$ cat src/rtl/asp_defs.vh
`ifndef ASP_DEFS_VH
`define ASP_DEFS_VH
// ----------------------------------------
// register byte offsets
// ----------------------------------------
`define ASP_OFF_STATUS 8'h00
`define ASP_OFF_DATA 8'h04
`define ASP_OFF_CONFIG 8'h08
`define ASP_OFF_CONTROL 8'h0c
// ----------------------------------------
// rx_tx_status bit positions
// ----------------------------------------
`define ASP_ST_TX_EMPTY 7
`define ASP_ST_TX_DONE 6
`define ASP_ST_RX_FULL 5
`define ASP_ST_QUIET 4
`define ASP_ST_OVERRUN 3
`define ASP_ST_NOISE 2
`define ASP_ST_FRAMING 1
`define ASP_ST_PARITY 0
// ----------------------------------------
// line_config bit positions
// ----------------------------------------
`define ASP_CF_RX_NINTH 7
`define ASP_CF_TX_NINTH 6
`define ASP_CF_SERIAL_OFF 5
`define ASP_CF_WORD_LEN 4
`define ASP_CF_ROUSE 3
`define ASP_CF_PARITY_ON 2
`define ASP_CF_PARITY_ODD 1
`define ASP_CF_PARITY_IRQ 0
// ----------------------------------------
// line_control bit positions
// ----------------------------------------
`define ASP_CT_TX_EMPTY_IRQ 7
`define ASP_CT_TX_DONE_IRQ 6
`define ASP_CT_RX_IRQ 5
`define ASP_CT_QUIET_IRQ 4
`define ASP_CT_TX_ON 3
`define ASP_CT_RX_ON 2
`define ASP_CT_MUTE 1
`define ASP_CT_BREAK 0
// ----------------------------------------
// reset values, bus answers, timing
// ----------------------------------------
`define ASP_RST_STATUS 8'hc0
`define ASP_RST_CONFIG 8'h00
`define ASP_RST_CONTROL 8'h00
`define ASP_RESP_OKAY 2'h0
`define ASP_RESP_SLVERR 2'h2
`define ASP_SAMPLES 16
`define ASP_SAMPLE_FIRST 4'h7
`define ASP_SAMPLE_LAST 4'hf
`define ASP_FRAME_SHORT 4'ha
`define ASP_FRAME_LONG 4'hb
`define ASP_TICK_DIV 16'h0036
`endif

$ cat src/rtl/asp_rx_sampler.v
`timescale 1ns/1ps
`default_nettype none
`include "asp_defs.vh"
// ----------------------------------------
// per-bit sampler: majority of three middle samples
// ----------------------------------------
module asp_rx_sampler (
  input wire clock,
  input wire reset,
  input wire ce,
  input wire restart,
  input wire tick,
  input wire line,
  output reg bit_val,
  output reg noise,
  output reg done
);
  reg [3:0] cnt_q; // sample index within the bit
  reg [2:0] smp_q; // samples 7, 8 and 9

  // sixteen samples per bit, decide at the last one
  always @(posedge clock) begin
    if (reset) begin
      cnt_q <= 4'h0;
      smp_q <= 3'h0;
      bit_val <= 1'b1;
      noise <= 1'b0;
      done <= 1'b0;
    end else if (ce) begin
      done <= 1'b0;
      if (restart) begin
        cnt_q <= 4'h0;
      end else if (tick) begin
        cnt_q <= cnt_q + 4'h1;
        // keep the middle samples
        if (cnt_q >= `ASP_SAMPLE_FIRST && cnt_q <= `ASP_SAMPLE_FIRST + 4'h2) begin
          smp_q <= {smp_q[1:0], line};
        end
        // last sample: majority vote and disagreement
        if (cnt_q == `ASP_SAMPLE_LAST) begin
          bit_val <= (smp_q[0] & smp_q[1]) | (smp_q[1] & smp_q[2]) | (smp_q[0] & smp_q[2]);
          noise <= !((smp_q == 3'h0) || (smp_q == 3'h7));
          done <= 1'b1;
        end
      end
    end
  end
endmodule
`default_nettype wire

$ cat src/rtl/asp_tick.v
`timescale 1ns/1ps
`default_nettype none
// ----------------------------------------
// sixteen-times-bit-rate tick generator
// ----------------------------------------
module asp_tick #(
  parameter [15:0] DIV = 16'h0036
) (
  input wire clock,
  input wire reset,
  input wire ce,
  input wire run,
  output reg tick
);
  reg [15:0] cnt_q; // cycles since last tick

  // count up to the divider, one tick per wrap; frozen when not running
  always @(posedge clock) begin
    if (reset) begin
      cnt_q <= 16'h0000;
      tick <= 1'b0;
    end else if (ce) begin
      if (!run) begin
        tick <= 1'b0;
      end else if (cnt_q >= DIV - 16'h0001) begin
        cnt_q <= 16'h0000;
        tick <= 1'b1;
      end else begin
        cnt_q <= cnt_q + 16'h0001;
        tick <= 1'b0;
      end
    end
  end
endmodule
`default_nettype wire

$ cat src/rtl/asp_top.v
// Behaviour
// - tx empty set on shift load, sequence clears
// - no shift load while tx empty set
// - tx done after data frames only
// - rx full set on holding load
// - quiet line flag rearmed by rx full
// - overrun keeps holding, drops new word
// - noise flag, no own interrupt
// - framing flag; overrun alone wins together
// - parity error flag with own enable
// - ninth bit stored and transmitted
// - serial off stops ticks after byte
// - word length eight or nine bits
// - wake on idle or address mark
// - parity in most significant bit
// - even or odd parity selection
// - tx on pulse during a frame sends one preamble
// - one bit delay after tx on
// - tx pin released when both off
// - rx on enables start bit hunt
// - mute mode cleared by wake-up
// - break characters while break set
// - data address splits tx and rx
// - sixteen samples, majority, noise
`timescale 1ns/1ps
`default_nettype none
`include "asp_defs.vh"
module asp_top #(
  parameter [15:0] TICK_DIV = `ASP_TICK_DIV
) (
  input wire clock,
  input wire reset,
  input wire ce,
  input wire [7:0] s_axi_awaddr,
  input wire s_axi_awvalid,
  output reg s_axi_awready,
  input wire [31:0] s_axi_wdata,
  input wire [3:0] s_axi_wstrb,
  input wire s_axi_wvalid,
  output reg s_axi_wready,
  output reg [1:0] s_axi_bresp,
  output reg s_axi_bvalid,
  input wire s_axi_bready,
  input wire [7:0] s_axi_araddr,
  input wire s_axi_arvalid,
  output reg s_axi_arready,
  output reg [31:0] s_axi_rdata,
  output reg [1:0] s_axi_rresp,
  output reg s_axi_rvalid,
  input wire s_axi_rready,
  input wire rx_pin,
  output reg tx_pin,
  output reg tx_pin_oe_n,
  output reg irq
);
  // ----------------------------------------
  // state codes
  // ----------------------------------------
  localparam [1:0] TX_OFF = 2'h0, TX_WAIT = 2'h1, TX_READY = 2'h2, TX_SEND = 2'h3;
  localparam [1:0] RX_IDLE = 2'h0, RX_START = 2'h1, RX_DATA = 2'h2, RX_STOP = 2'h3;
  localparam [1:0] K_DATA = 2'h0, K_BREAK = 2'h1, K_PRE = 2'h2;

  // ----------------------------------------
  // declarations
  // ----------------------------------------
  reg [7:0] cfg_q; // line_config, bit 7 unused here
  reg [7:0] ctl_q; // line_control
  reg rx_ninth_q; // received ninth bit
  reg [7:0] tx_holding_q; // written side of char_buffer
  reg [7:0] rx_holding_q; // read side of char_buffer
  reg tx_empty_q, tx_done_q, rx_full_q, quiet_q;
  reg overrun_q, noise_q, framing_q, parity_q;
  reg status_seen_q; // status accessed since last data access
  reg aw_have_q, w_have_q; // write halves captured
  reg [7:0] aw_addr_q;
  reg [7:0] w_data_q;
  reg w_strb_q;
  reg [31:0] rd_word; // read mux
  reg rd_ok; // mapped read address
  reg tx_on_prev_q, brk_prev_q, tx_ever_q;
  reg pre_pend_q, brk_pend_q; // queued preamble and break
  reg [1:0] tx_st_q, tx_kind_q;
  reg [3:0] tx_sub_q, tx_cnt_q;
  reg [10:0] tx_sh_q;
  reg rx_s1_q, rx_s2_q; // pin synchroniser
  reg [1:0] rx_st_q;
  reg [3:0] rx_cnt_q;
  reg [8:0] rx_sh_q;
  reg rx_noise_q, rx_wl_q;
  reg [7:0] idle_cnt_q; // ticks of high line
  reg quiet_arm_q; // quiet flag may be set
  reg [8:0] rx_word; // aligned received word
  reg [8:0] tx_bits; // data bits to send
  wire tick, smp_bit, smp_noise, smp_done;
  wire wl = cfg_q[`ASP_CF_WORD_LEN];
  wire par_on = cfg_q[`ASP_CF_PARITY_ON];
  wire par_odd = cfg_q[`ASP_CF_PARITY_ODD];
  wire tx_on = ctl_q[`ASP_CT_TX_ON];
  wire rx_on = ctl_q[`ASP_CT_RX_ON];
  wire mute = ctl_q[`ASP_CT_MUTE];
  wire [3:0] frame_len = wl ? `ASP_FRAME_LONG : `ASP_FRAME_SHORT;
  wire [7:0] idle_lim = {frame_len, 4'h0};
  wire [7:0] status = {tx_empty_q, tx_done_q, rx_full_q, quiet_q, overrun_q, noise_q, framing_q, parity_q};
  wire wr_fire = aw_have_q && w_have_q && !s_axi_bvalid;
  wire rd_fire = s_axi_arvalid && s_axi_arready;
  wire rd_status = rd_fire && (s_axi_araddr == `ASP_OFF_STATUS);
  wire rd_data = rd_fire && (s_axi_araddr == `ASP_OFF_DATA);
  wire wr_en = wr_fire && w_strb_q;
  wire wr_data = wr_en && (aw_addr_q == `ASP_OFF_DATA);
  wire clr_rx = rd_data && status_seen_q;
  wire clr_tx = wr_data && status_seen_q;
  wire bit_end = tick && (tx_sub_q == `ASP_SAMPLE_LAST);
  wire tx_load = (tx_st_q == TX_READY) && tx_on;
  wire send_brk = ctl_q[`ASP_CT_BREAK] || brk_pend_q;
  wire send_data = !send_brk && !pre_pend_q && !tx_empty_q;
  wire idle_hit = (rx_st_q == RX_IDLE) && rx_on && rx_s2_q && tick && (idle_cnt_q == idle_lim - 8'h01);
  wire stop_done = (rx_st_q == RX_STOP) && smp_done;
  wire rx_msb = rx_wl_q ? rx_word[8] : rx_word[7];
  wire addr_wake = stop_done && mute && cfg_q[`ASP_CF_ROUSE] && rx_msb;
  wire idle_wake = idle_hit && mute && !cfg_q[`ASP_CF_ROUSE];
  wire deliver = stop_done && (!mute || addr_wake);
  wire rx_par_err = par_on && ((rx_wl_q ? ^rx_word : ^rx_word[7:0]) ^ par_odd);
  wire set_full = deliver && !rx_full_q;
  wire set_ovr = deliver && rx_full_q;
  wire running = !cfg_q[`ASP_CF_SERIAL_OFF] || (tx_st_q == TX_SEND) || (rx_st_q != RX_IDLE);

  // ----------------------------------------
  // sub-blocks
  // ----------------------------------------
  asp_tick #(.DIV(TICK_DIV)) u_tick (
    .clock(clock),
    .reset(reset),
    .ce(ce),
    .run(running),
    .tick(tick)
  );

  asp_rx_sampler u_smp (
    .clock(clock),
    .reset(reset),
    .ce(ce),
    .restart((rx_st_q == RX_IDLE) && rx_on && !rx_s2_q),
    .tick(tick),
    .line(rx_s2_q),
    .bit_val(smp_bit),
    .noise(smp_noise),
    .done(smp_done)
  );

  // ----------------------------------------
  // bus read mux and word formatting
  // ----------------------------------------
  always @* begin
    rd_ok = 1'b1;
    case (s_axi_araddr)
      `ASP_OFF_STATUS: rd_word = {24'h000000, status};
      `ASP_OFF_DATA: rd_word = {24'h000000, rx_holding_q};
      `ASP_OFF_CONFIG: rd_word = {24'h000000, rx_ninth_q, cfg_q[6:0]};
      `ASP_OFF_CONTROL: rd_word = {24'h000000, ctl_q};
      default: begin
        rd_word = 32'h00000000;
        rd_ok = 1'b0;
      end
    endcase
    // align received word; eight-bit words sit in the upper shift bits
    rx_word = rx_wl_q ? rx_sh_q : {1'b0, rx_sh_q[8:1]};
    // parity replaces the top bit of the word
    if (wl) begin
      tx_bits = {par_on ? (^tx_holding_q ^ par_odd) : cfg_q[`ASP_CF_TX_NINTH], tx_holding_q};
    end else begin
      tx_bits = {1'b1, par_on ? (^tx_holding_q[6:0] ^ par_odd) : tx_holding_q[7], tx_holding_q[6:0]};
    end
  end

  // ----------------------------------------
  // axi4-lite slave handshakes
  // ----------------------------------------
  always @(posedge clock) begin
    if (reset) begin
      s_axi_awready <= 1'b1;
      s_axi_wready <= 1'b1;
      s_axi_bvalid <= 1'b0;
      s_axi_bresp <= `ASP_RESP_OKAY;
      s_axi_arready <= 1'b1;
      s_axi_rvalid <= 1'b0;
      s_axi_rdata <= 32'h00000000;
      s_axi_rresp <= `ASP_RESP_OKAY;
      aw_have_q <= 1'b0;
      w_have_q <= 1'b0;
      aw_addr_q <= 8'h00;
      w_data_q <= 8'h00;
      w_strb_q <= 1'b0;
    end else if (ce) begin
      // capture address and data in either order
      if (s_axi_awvalid && s_axi_awready) begin
        aw_have_q <= 1'b1;
        aw_addr_q <= s_axi_awaddr;
        s_axi_awready <= 1'b0;
      end
      if (s_axi_wvalid && s_axi_wready) begin
        w_have_q <= 1'b1;
        w_data_q <= s_axi_wdata[7:0];
        w_strb_q <= s_axi_wstrb[0];
        s_axi_wready <= 1'b0;
      end
      // both halves present: perform and answer
      if (wr_fire) begin
        aw_have_q <= 1'b0;
        w_have_q <= 1'b0;
        s_axi_bvalid <= 1'b1;
        s_axi_bresp <= (aw_addr_q[7:4] == 4'h0 && aw_addr_q[1:0] == 2'h0) ? `ASP_RESP_OKAY : `ASP_RESP_SLVERR;
      end
      if (s_axi_bvalid && s_axi_bready) begin
        s_axi_bvalid <= 1'b0;
        s_axi_awready <= 1'b1;
        s_axi_wready <= 1'b1;
      end
      // read: one at a time
      if (rd_fire) begin
        s_axi_arready <= 1'b0;
        s_axi_rvalid <= 1'b1;
        s_axi_rdata <= rd_word;
        s_axi_rresp <= rd_ok ? `ASP_RESP_OKAY : `ASP_RESP_SLVERR;
      end
      if (s_axi_rvalid && s_axi_rready) begin
        s_axi_rvalid <= 1'b0;
        s_axi_arready <= 1'b1;
      end
    end
  end

  // ----------------------------------------
  // software registers
  // ----------------------------------------
  always @(posedge clock) begin
    if (reset) begin
      cfg_q <= `ASP_RST_CONFIG;
      ctl_q <= `ASP_RST_CONTROL;
      tx_holding_q <= 8'h00;
      status_seen_q <= 1'b0;
    end else if (ce) begin
      // status access arms, data access consumes
      if (rd_data || wr_data) begin
        status_seen_q <= 1'b0;
      end else if (rd_status || (wr_en && aw_addr_q == `ASP_OFF_STATUS)) begin
        status_seen_q <= 1'b1;
      end
      // wake-up sequence clears mute; a later write may set it again
      if (addr_wake || idle_wake) begin
        ctl_q[`ASP_CT_MUTE] <= 1'b0;
      end
      if (wr_data) begin
        tx_holding_q <= w_data_q;
      end
      if (wr_en && aw_addr_q == `ASP_OFF_CONFIG) begin
        cfg_q <= {1'b0, w_data_q[6:0]};
      end
      if (wr_en && aw_addr_q == `ASP_OFF_CONTROL) begin
        ctl_q <= w_data_q;
      end
    end
  end

  // ----------------------------------------
  // status flags: set wins over clear
  // ----------------------------------------
  always @(posedge clock) begin
    if (reset) begin
      {tx_empty_q, tx_done_q, rx_full_q, quiet_q, overrun_q, noise_q, framing_q, parity_q} <= `ASP_RST_STATUS;
      quiet_arm_q <= 1'b0;
      rx_holding_q <= 8'h00;
      rx_ninth_q <= 1'b0;
      irq <= 1'b0;
    end else if (ce) begin
      tx_empty_q <= (tx_load && send_data) || (tx_empty_q && !clr_tx);
      tx_done_q <= (tx_st_q == TX_SEND && bit_end && tx_cnt_q == 4'h1 && tx_kind_q == K_DATA)
        || (tx_done_q && !clr_tx);
      rx_full_q <= set_full || (rx_full_q && !clr_rx);
      overrun_q <= set_ovr || (overrun_q && !clr_rx);
      noise_q <= (set_full && (rx_noise_q || smp_noise)) || (noise_q && !clr_rx);
      framing_q <= (set_full && !smp_bit) || (framing_q && !clr_rx);
      parity_q <= (set_full && rx_par_err) || (parity_q && !clr_rx);
      quiet_q <= (idle_hit && !mute && quiet_arm_q) || (quiet_q && !clr_rx);
      // rearm quiet detection only once a word has arrived
      if (set_full) begin
        quiet_arm_q <= 1'b1;
      end else if (idle_hit && !mute) begin
        quiet_arm_q <= 1'b0;
      end
      // holding register kept on overrun
      if (set_full) begin
        rx_holding_q <= rx_word[7:0];
        if (rx_wl_q) begin
          rx_ninth_q <= rx_word[8];
        end
      end
      irq <= (tx_empty_q && ctl_q[`ASP_CT_TX_EMPTY_IRQ]) || (tx_done_q && ctl_q[`ASP_CT_TX_DONE_IRQ])
        || ((rx_full_q || overrun_q) && ctl_q[`ASP_CT_RX_IRQ]) || (quiet_q && ctl_q[`ASP_CT_QUIET_IRQ])
        || (parity_q && cfg_q[`ASP_CF_PARITY_IRQ]);
    end
  end

  // ----------------------------------------
  // transmitter
  // ----------------------------------------
  always @(posedge clock) begin
    if (reset) begin
      tx_st_q <= TX_OFF;
      tx_kind_q <= K_DATA;
      tx_sub_q <= 4'h0;
      tx_cnt_q <= 4'h0;
      tx_sh_q <= 11'h7ff;
      tx_pin <= 1'b1;
      tx_pin_oe_n <= 1'b1;
      tx_on_prev_q <= 1'b0;
      brk_prev_q <= 1'b0;
      tx_ever_q <= 1'b0;
      pre_pend_q <= 1'b0;
      brk_pend_q <= 1'b0;
    end else if (ce) begin
      tx_on_prev_q <= tx_on;
      brk_prev_q <= ctl_q[`ASP_CT_BREAK];
      if (tx_on) begin
        tx_ever_q <= 1'b1;
      end
      // pin released when both directions are off or tx on has never been set
      tx_pin_oe_n <= (!tx_on && !rx_on) || !tx_ever_q;
      // falling break bit queues one break word
      if (brk_prev_q && !ctl_q[`ASP_CT_BREAK]) begin
        brk_pend_q <= 1'b1;
      end
      // tx on pulse during a frame queues a preamble
      if (tx_on && !tx_on_prev_q && tx_st_q == TX_SEND) begin
        pre_pend_q <= 1'b1;
      end
      if (tick) begin
        tx_sub_q <= tx_sub_q + 4'h1;
      end
      case (tx_st_q)
        TX_OFF: begin
          tx_pin <= 1'b1;
          if (tx_on) begin
            tx_st_q <= TX_WAIT;
            tx_sub_q <= 4'h0;
          end
        end
        TX_WAIT: begin
          if (bit_end) begin
            tx_st_q <= TX_READY;
          end
        end
        TX_READY: begin
          if (!tx_on) begin
            tx_st_q <= TX_OFF;
          end else if (send_brk || pre_pend_q || send_data) begin
            tx_st_q <= TX_SEND;
            tx_sub_q <= 4'h0;
            tx_cnt_q <= frame_len;
            if (send_brk) begin
              tx_kind_q <= K_BREAK;
              tx_sh_q <= 11'h000;
              tx_pin <= 1'b0;
              brk_pend_q <= 1'b0;
            end else if (pre_pend_q) begin
              tx_kind_q <= K_PRE;
              tx_sh_q <= 11'h7ff;
              tx_pin <= 1'b1;
              pre_pend_q <= 1'b0;
            end else begin
              tx_kind_q <= K_DATA;
              tx_sh_q <= {1'b1, tx_bits, 1'b0};
              tx_pin <= 1'b0;
            end
          end
        end
        TX_SEND: begin
          if (bit_end) begin
            tx_sh_q <= {1'b1, tx_sh_q[10:1]};
            tx_cnt_q <= tx_cnt_q - 4'h1;
            tx_pin <= (tx_cnt_q == 4'h1) ? 1'b1 : tx_sh_q[1];
            if (tx_cnt_q == 4'h1) begin
              tx_st_q <= tx_on ? TX_READY : TX_OFF;
            end
          end
        end
        default: tx_st_q <= TX_OFF;
      endcase
    end
  end

  // ----------------------------------------
  // receiver
  // ----------------------------------------
  always @(posedge clock) begin
    if (reset) begin
      rx_s1_q <= 1'b1;
      rx_s2_q <= 1'b1;
      rx_st_q <= RX_IDLE;
      rx_cnt_q <= 4'h0;
      rx_sh_q <= 9'h000;
      rx_noise_q <= 1'b0;
      rx_wl_q <= 1'b0;
      idle_cnt_q <= 8'h00;
    end else if (ce) begin
      rx_s1_q <= rx_pin;
      rx_s2_q <= rx_s1_q;
      // count high line while idle; saturate after one frame
      if (rx_st_q != RX_IDLE || !rx_s2_q || !rx_on) begin
        idle_cnt_q <= 8'h00;
      end else if (tick && idle_cnt_q != idle_lim) begin
        idle_cnt_q <= idle_cnt_q + 8'h01;
      end
      case (rx_st_q)
        RX_IDLE: begin
          if (rx_on && !rx_s2_q) begin
            rx_st_q <= RX_START;
            rx_wl_q <= wl;
          end
        end
        RX_START: begin
          if (smp_done) begin
            rx_st_q <= smp_bit ? RX_IDLE : RX_DATA;
            rx_noise_q <= smp_noise;
            rx_cnt_q <= rx_wl_q ? 4'h9 : 4'h8;
          end
        end
        RX_DATA: begin
          if (smp_done) begin
            rx_sh_q <= {smp_bit, rx_sh_q[8:1]};
            rx_noise_q <= rx_noise_q || smp_noise;
            rx_cnt_q <= rx_cnt_q - 4'h1;
            if (rx_cnt_q == 4'h1) begin
              rx_st_q <= RX_STOP;
            end
          end
        end
        RX_STOP: begin
          if (smp_done) begin
            rx_st_q <= RX_IDLE;
          end
        end
        default: rx_st_q <= RX_IDLE;
      endcase
      if (!rx_on) begin
        rx_st_q <= RX_IDLE;
      end
    end
  end
endmodule
`default_nettype wire

$ cat config.mk
export PLATFORM = sky130hd
export DESIGN_NAME = asp_top
export DESIGN_NICKNAME = d
export VERILOG_FILES = /design/src/rtl/asp_rx_sampler.v /design/src/rtl/asp_tick.v /design/src/rtl/asp_top.v
export VERILOG_INCLUDE_DIRS = /design/src /design/src/rtl
export SDC_FILE = /design/constraint.sdc
export NUM_CORES = 1
export LEC_CHECK = 0
export ABC_CLOCK_PERIOD_IN_PS = 3000
export BUFFER_PORTS_ARGS = -buffer_cell sky130_fd_sc_hd__buf_2
export CAP_MARGIN = 10
export CORE_MARGIN = 1
export CORE_UTILIZATION = 45
export CTS_CLUSTER_SIZE = 40
export DETAILED_ROUTE_END_ITERATION = 7
export PLACE_DENSITY = 0.65
export SLEW_MARGIN = 20
export SYNTH_ARGS = -nofsm -noshare
export SYNTH_HDL_FRONTEND = slang
export SYNTH_HIERARCHICAL = 1
export SYNTH_SLANG_ARGS = --single-unit
$ cat constraint.sdc
create_clock -name clock -period 3 [get_ports clock]
set_input_delay 0.45 -clock clock [delete_from_list [all_inputs] [get_ports clock]]
set_output_delay 0.45 -clock clock [all_outputs]
set_load 0.02 [all_outputs]
==> key figures <==
Outcome
  • Outcome: finished clean

STA
  • Final worst path period need: 2.003 ns
  • Unrepaired setup endpoints after global routing: false
  • Max Clock Skew: 0.007955 ns
  • Worst slew pin tran: around 0.58 ns
  • Setup violations, final: 0
  • Setup_tns: 0 ns
  • Fin. Hold Viols: 0
  • Slew HR: 0.6136
  • Max Fclk: 499.4 MHz
  • Max Slew Vio Count: 0
  • Final setup margin: around 1 ns
  • Fin crit share: 0.6675

Min path
  • Cells on Worst Hold Path: 2
  • Hold Path Class: in -> reg
  • HP Start: rx_pin

Synth
  • Syn Area/Cell: 8.613 um2
  • Most numerous cell in the Yosys netlist: dfxtp_1
  • Top cells by count, synth: dfxtp_1, nand2_1, nor2_1, a21oi_1, clkbuf_1
  • Largest family of logic cells by synthesized area: simple AND/OR/NAND/NOR gates
  • Number of synthesized flops with an enable pin: 0
  • Seq cells post-synth: 160
  • Fraction of registers with async set/reset: 0
  • Post-synth top area share: 0.4285
  • Cell count after synthesis: 868
  • Largest cells by area after synthesis: dfxtp_1, nand2_1, nor2_1, mux2i_1, a21oi_1
  • Synth cell types: 69
  • Mux contribution to synthesized area: 0.07381
  • Synth Area in Compound Gates: 0.1441
  • Post-Synth Simple-Gate Area: 0.2209
  • Adder-Cell Fraction of Synth Area: 0.02176
  • Leading area contributor after synthesis: dfxtp_1
  • XOR/XNOR Fraction of Synth Area: 0.05038
  • Ys Warns: 6
  • Sequential cell area fraction in the yosys report: 0.4285
  • Primary FF master, synth: dfxtp_1
  • Mapped Area: 0.007476 mm2

Routing
  • DR DRC count: 0
  • DRT antenna net count: 0
  • Initial DRC count: between 300 and 400
  • Wire per inst: around 14 um
  • Vias after detailed routing: 5972
  • Final WL: 16140 um
  • Via/cell ratio: roughly 5.3
  • Drt first pass iters: 4

Critical path
  • Crit path largest cell delay: 0.42 ns
  • Worst r2r src: aw_addr_q[7]
  • Crit path capture type: flop
  • R2r setup slk: 1.0 ns
  • Crit path required time: about 3.3 ns
  • Crit-path cells: nor4_1 -> and4_4 -> and2b_1 -> and2_1 -> buf_4 -> nand2_2 -> a211o_1
  • Reg2reg path depth: 7
  • Crit. path cell count: 7
  • Crit path capture: tx_empty_q
  • Worst path bufs/invs: 1
  • Crit. Startpoint: aw_addr_q[7]
  • R2R Path End: tx_empty_q
  • Slowest CP cell: nor4_1
  • Kind of critical path: reg -> reg
  • Worst Setup Start Kind: flop
  • Critical path fanouts, max: 10
  • CP Data Arrival Time: between 2 and 2.5 ns
  • Top delay family on crit path: simple AND/OR/NAND/NOR gates

Clock tree
  • CTS Sinks: 160
  • Hold buffers post-CTS: 0
  • Clk_lat worst skew: around 0.42 ns
  • Post-CTS setup repair buffer count: 0
  • Clk root buf: clkbuf_16
  • CTS tree: done
  • H-Tree Depth: 4
  • Cts repair resizes: 0
  • Clk buf depth: 2
  • Clock-pin slew on the worst setup and hold paths: 0.06 ns
  • Cts bufs inserted: 17

Floorplanning
  • Chip Width: 130.9 um
  • Die area: ~0.017 mm2
  • Area of the core: 0.01606 mm2
  • Initial Util: 0.4656
  • Row cnt: 46
  • Die Ht: 130.9 um
  • IO Pins: ~110

Placed design
  • Port Buffer Count: between 50 and 60
  • Setup WS pre-CTS: 0.8206 ns
  • Post-detail-place hpwl: between 10000 and 15000 um
  • Placed cell area: 0.007846 mm2
  • Routability congestion estimate: 0.8436

Power and ir drop
  • Leakage power: 3.070 nW
  • Total power: roughly 0.0044 W
  • VDD IR-drop max: 0.3858 mV
  • PwrDens: 527.0 mW/mm2

Global routing
  • Vias in the first global route: roughly 5.3k
  • Initial antenna violation count: 0
  • Total track usage: 0.1962
  • Top Usage Layer GRT: met2
  • Met3 GRT Util: 0.03950
  • Grt met1 use: 0.2682
  • Grt met2 use: 0.3109
  • First-pass GRT wire length: 26150 um
  • Largest net degree at the start of global routing: 78
  • GR Overflow Total: 0

Finish
  • # diodes: 0
  • Layout area overhead: 12.44%
  • Core Util, Final: 0.5235
  • Register area: 0.003203 mm2
  • Final Instance Area: 0.008406 mm2
  • Multi-input logic area: slightly below 0.004 mm2
  • # fillers: 1531
  • Share of cells above drive strength 1: 0.1338
  • Nets: 980

Run
  • Max-cap violations: 0
==> power by group <==
| group | switching [W] | internal (W) |
|---|---|---|
| clock | 0.000903 | 0.00115 |
| sequential | 0.0000247 | 0.00215 |
| combinational | 0.000138 | 0.0000665 |
==> kinds of logic (layout without fill, tap and decap cells) <==
logic type | after synthesis | count (layout)
and+or+nand+nor | 348 | 348
AOI/OAI and AO/OA | 169 | 169
DFF | 160 | 160
buffers and inverters | 89 | 115
muxes | 45 | 45
xor gates and xnor gates | 43 | 43
adders and majority gates | 13 | 13
other | 1 | 26
==> stage by stage <==
step | hold slack (ns) | instances
final | 0.2427 | 1135
after global routing | 0.2402 | 1135
after CTS | 0.2320 | 1135
after detailed placement | 0.4479 | 1103
after global placement | 0.4437 | 1103
after floorplan | 0.4290 | 893
==> sequential cells by signal, summed over array words and instances (netlist names), 2 cells and up <==
register / cells
aw_addr_q: 8
cfg_q: 7
ctl_q: 8
idle_cnt_q: 8
rx_cnt_q: 4
rx_holding_q: 8
rx_sh_q: 9
rx_st_q: 2
s_axi_rdata: 8
tx_cnt_q: 4
tx_holding_q: 8
tx_kind_q: 2
tx_sh_q: 10
tx_st_q: 2
tx_sub_q: 4
u_smp/cnt_q: 4
u_smp/smp_q: 3
u_tick/cnt_q: 16
w_data_q: 8
==> area by class of cell <==
| type | count | share of cell area |
|---|---|---|
| inverter | 18 | 0.008038 |
| sequential | 160 | 0.3811 |
| multi-input combinational | 644 | 0.4661 |
| clock inverter | 15 | 0.01593 |
| timing repair buffer | 65 | 0.04614 |
| clock buffer | 17 | 0.05061 |
| tap | 216 | 0.03215 |
==> layout by cell type, fill, tap and decap left out, drive strengths merged, types with 8 or more instances in the layout <==
cell type,count
nor2,109
o21ai,19
clkbuf,17
o211ai,10
xor2,13
conb,26
a211o,12
xnor2,30
a31oi,8
mux4,8
mux2i,36
dfxtp,160
nor2b,9
nor3,19
inv,23
nor4,12
nand2b,13
nand2,116
a22oi,12
nand3,24
nand4,9
a21oi,71
and3,8
a211oi,9
ha,13
buf,65
==> layer usage <==
| layer | routed length (um) | vias up | part of all wire |
|---|---|---|---|
| li1 | - | 3063 | - |
| met1 | 7988 | 2795 | 0.50 |
| met2 | 7390 | 103 | 0.46 |
| met3 | 595 | 11 | 0.037 |
| met4 | 160 | 0 | 0.0099 |
| met5 | 0 | - | 0 |
==> worst min-delay path by stage <==
stage | slack, ns | to
after global routing | 0.24 | rx_s1_q
after floorplan | 0.43 | noise_q
after CTS | 0.23 | rx_s1_q
after global placement | 0.44 | aw_addr_q[6]
after detailed placement | 0.45 | aw_addr_q[6]
final | 0.24 | rx_s1_q
No activity file was read; power rests on OpenSTA's default activity.
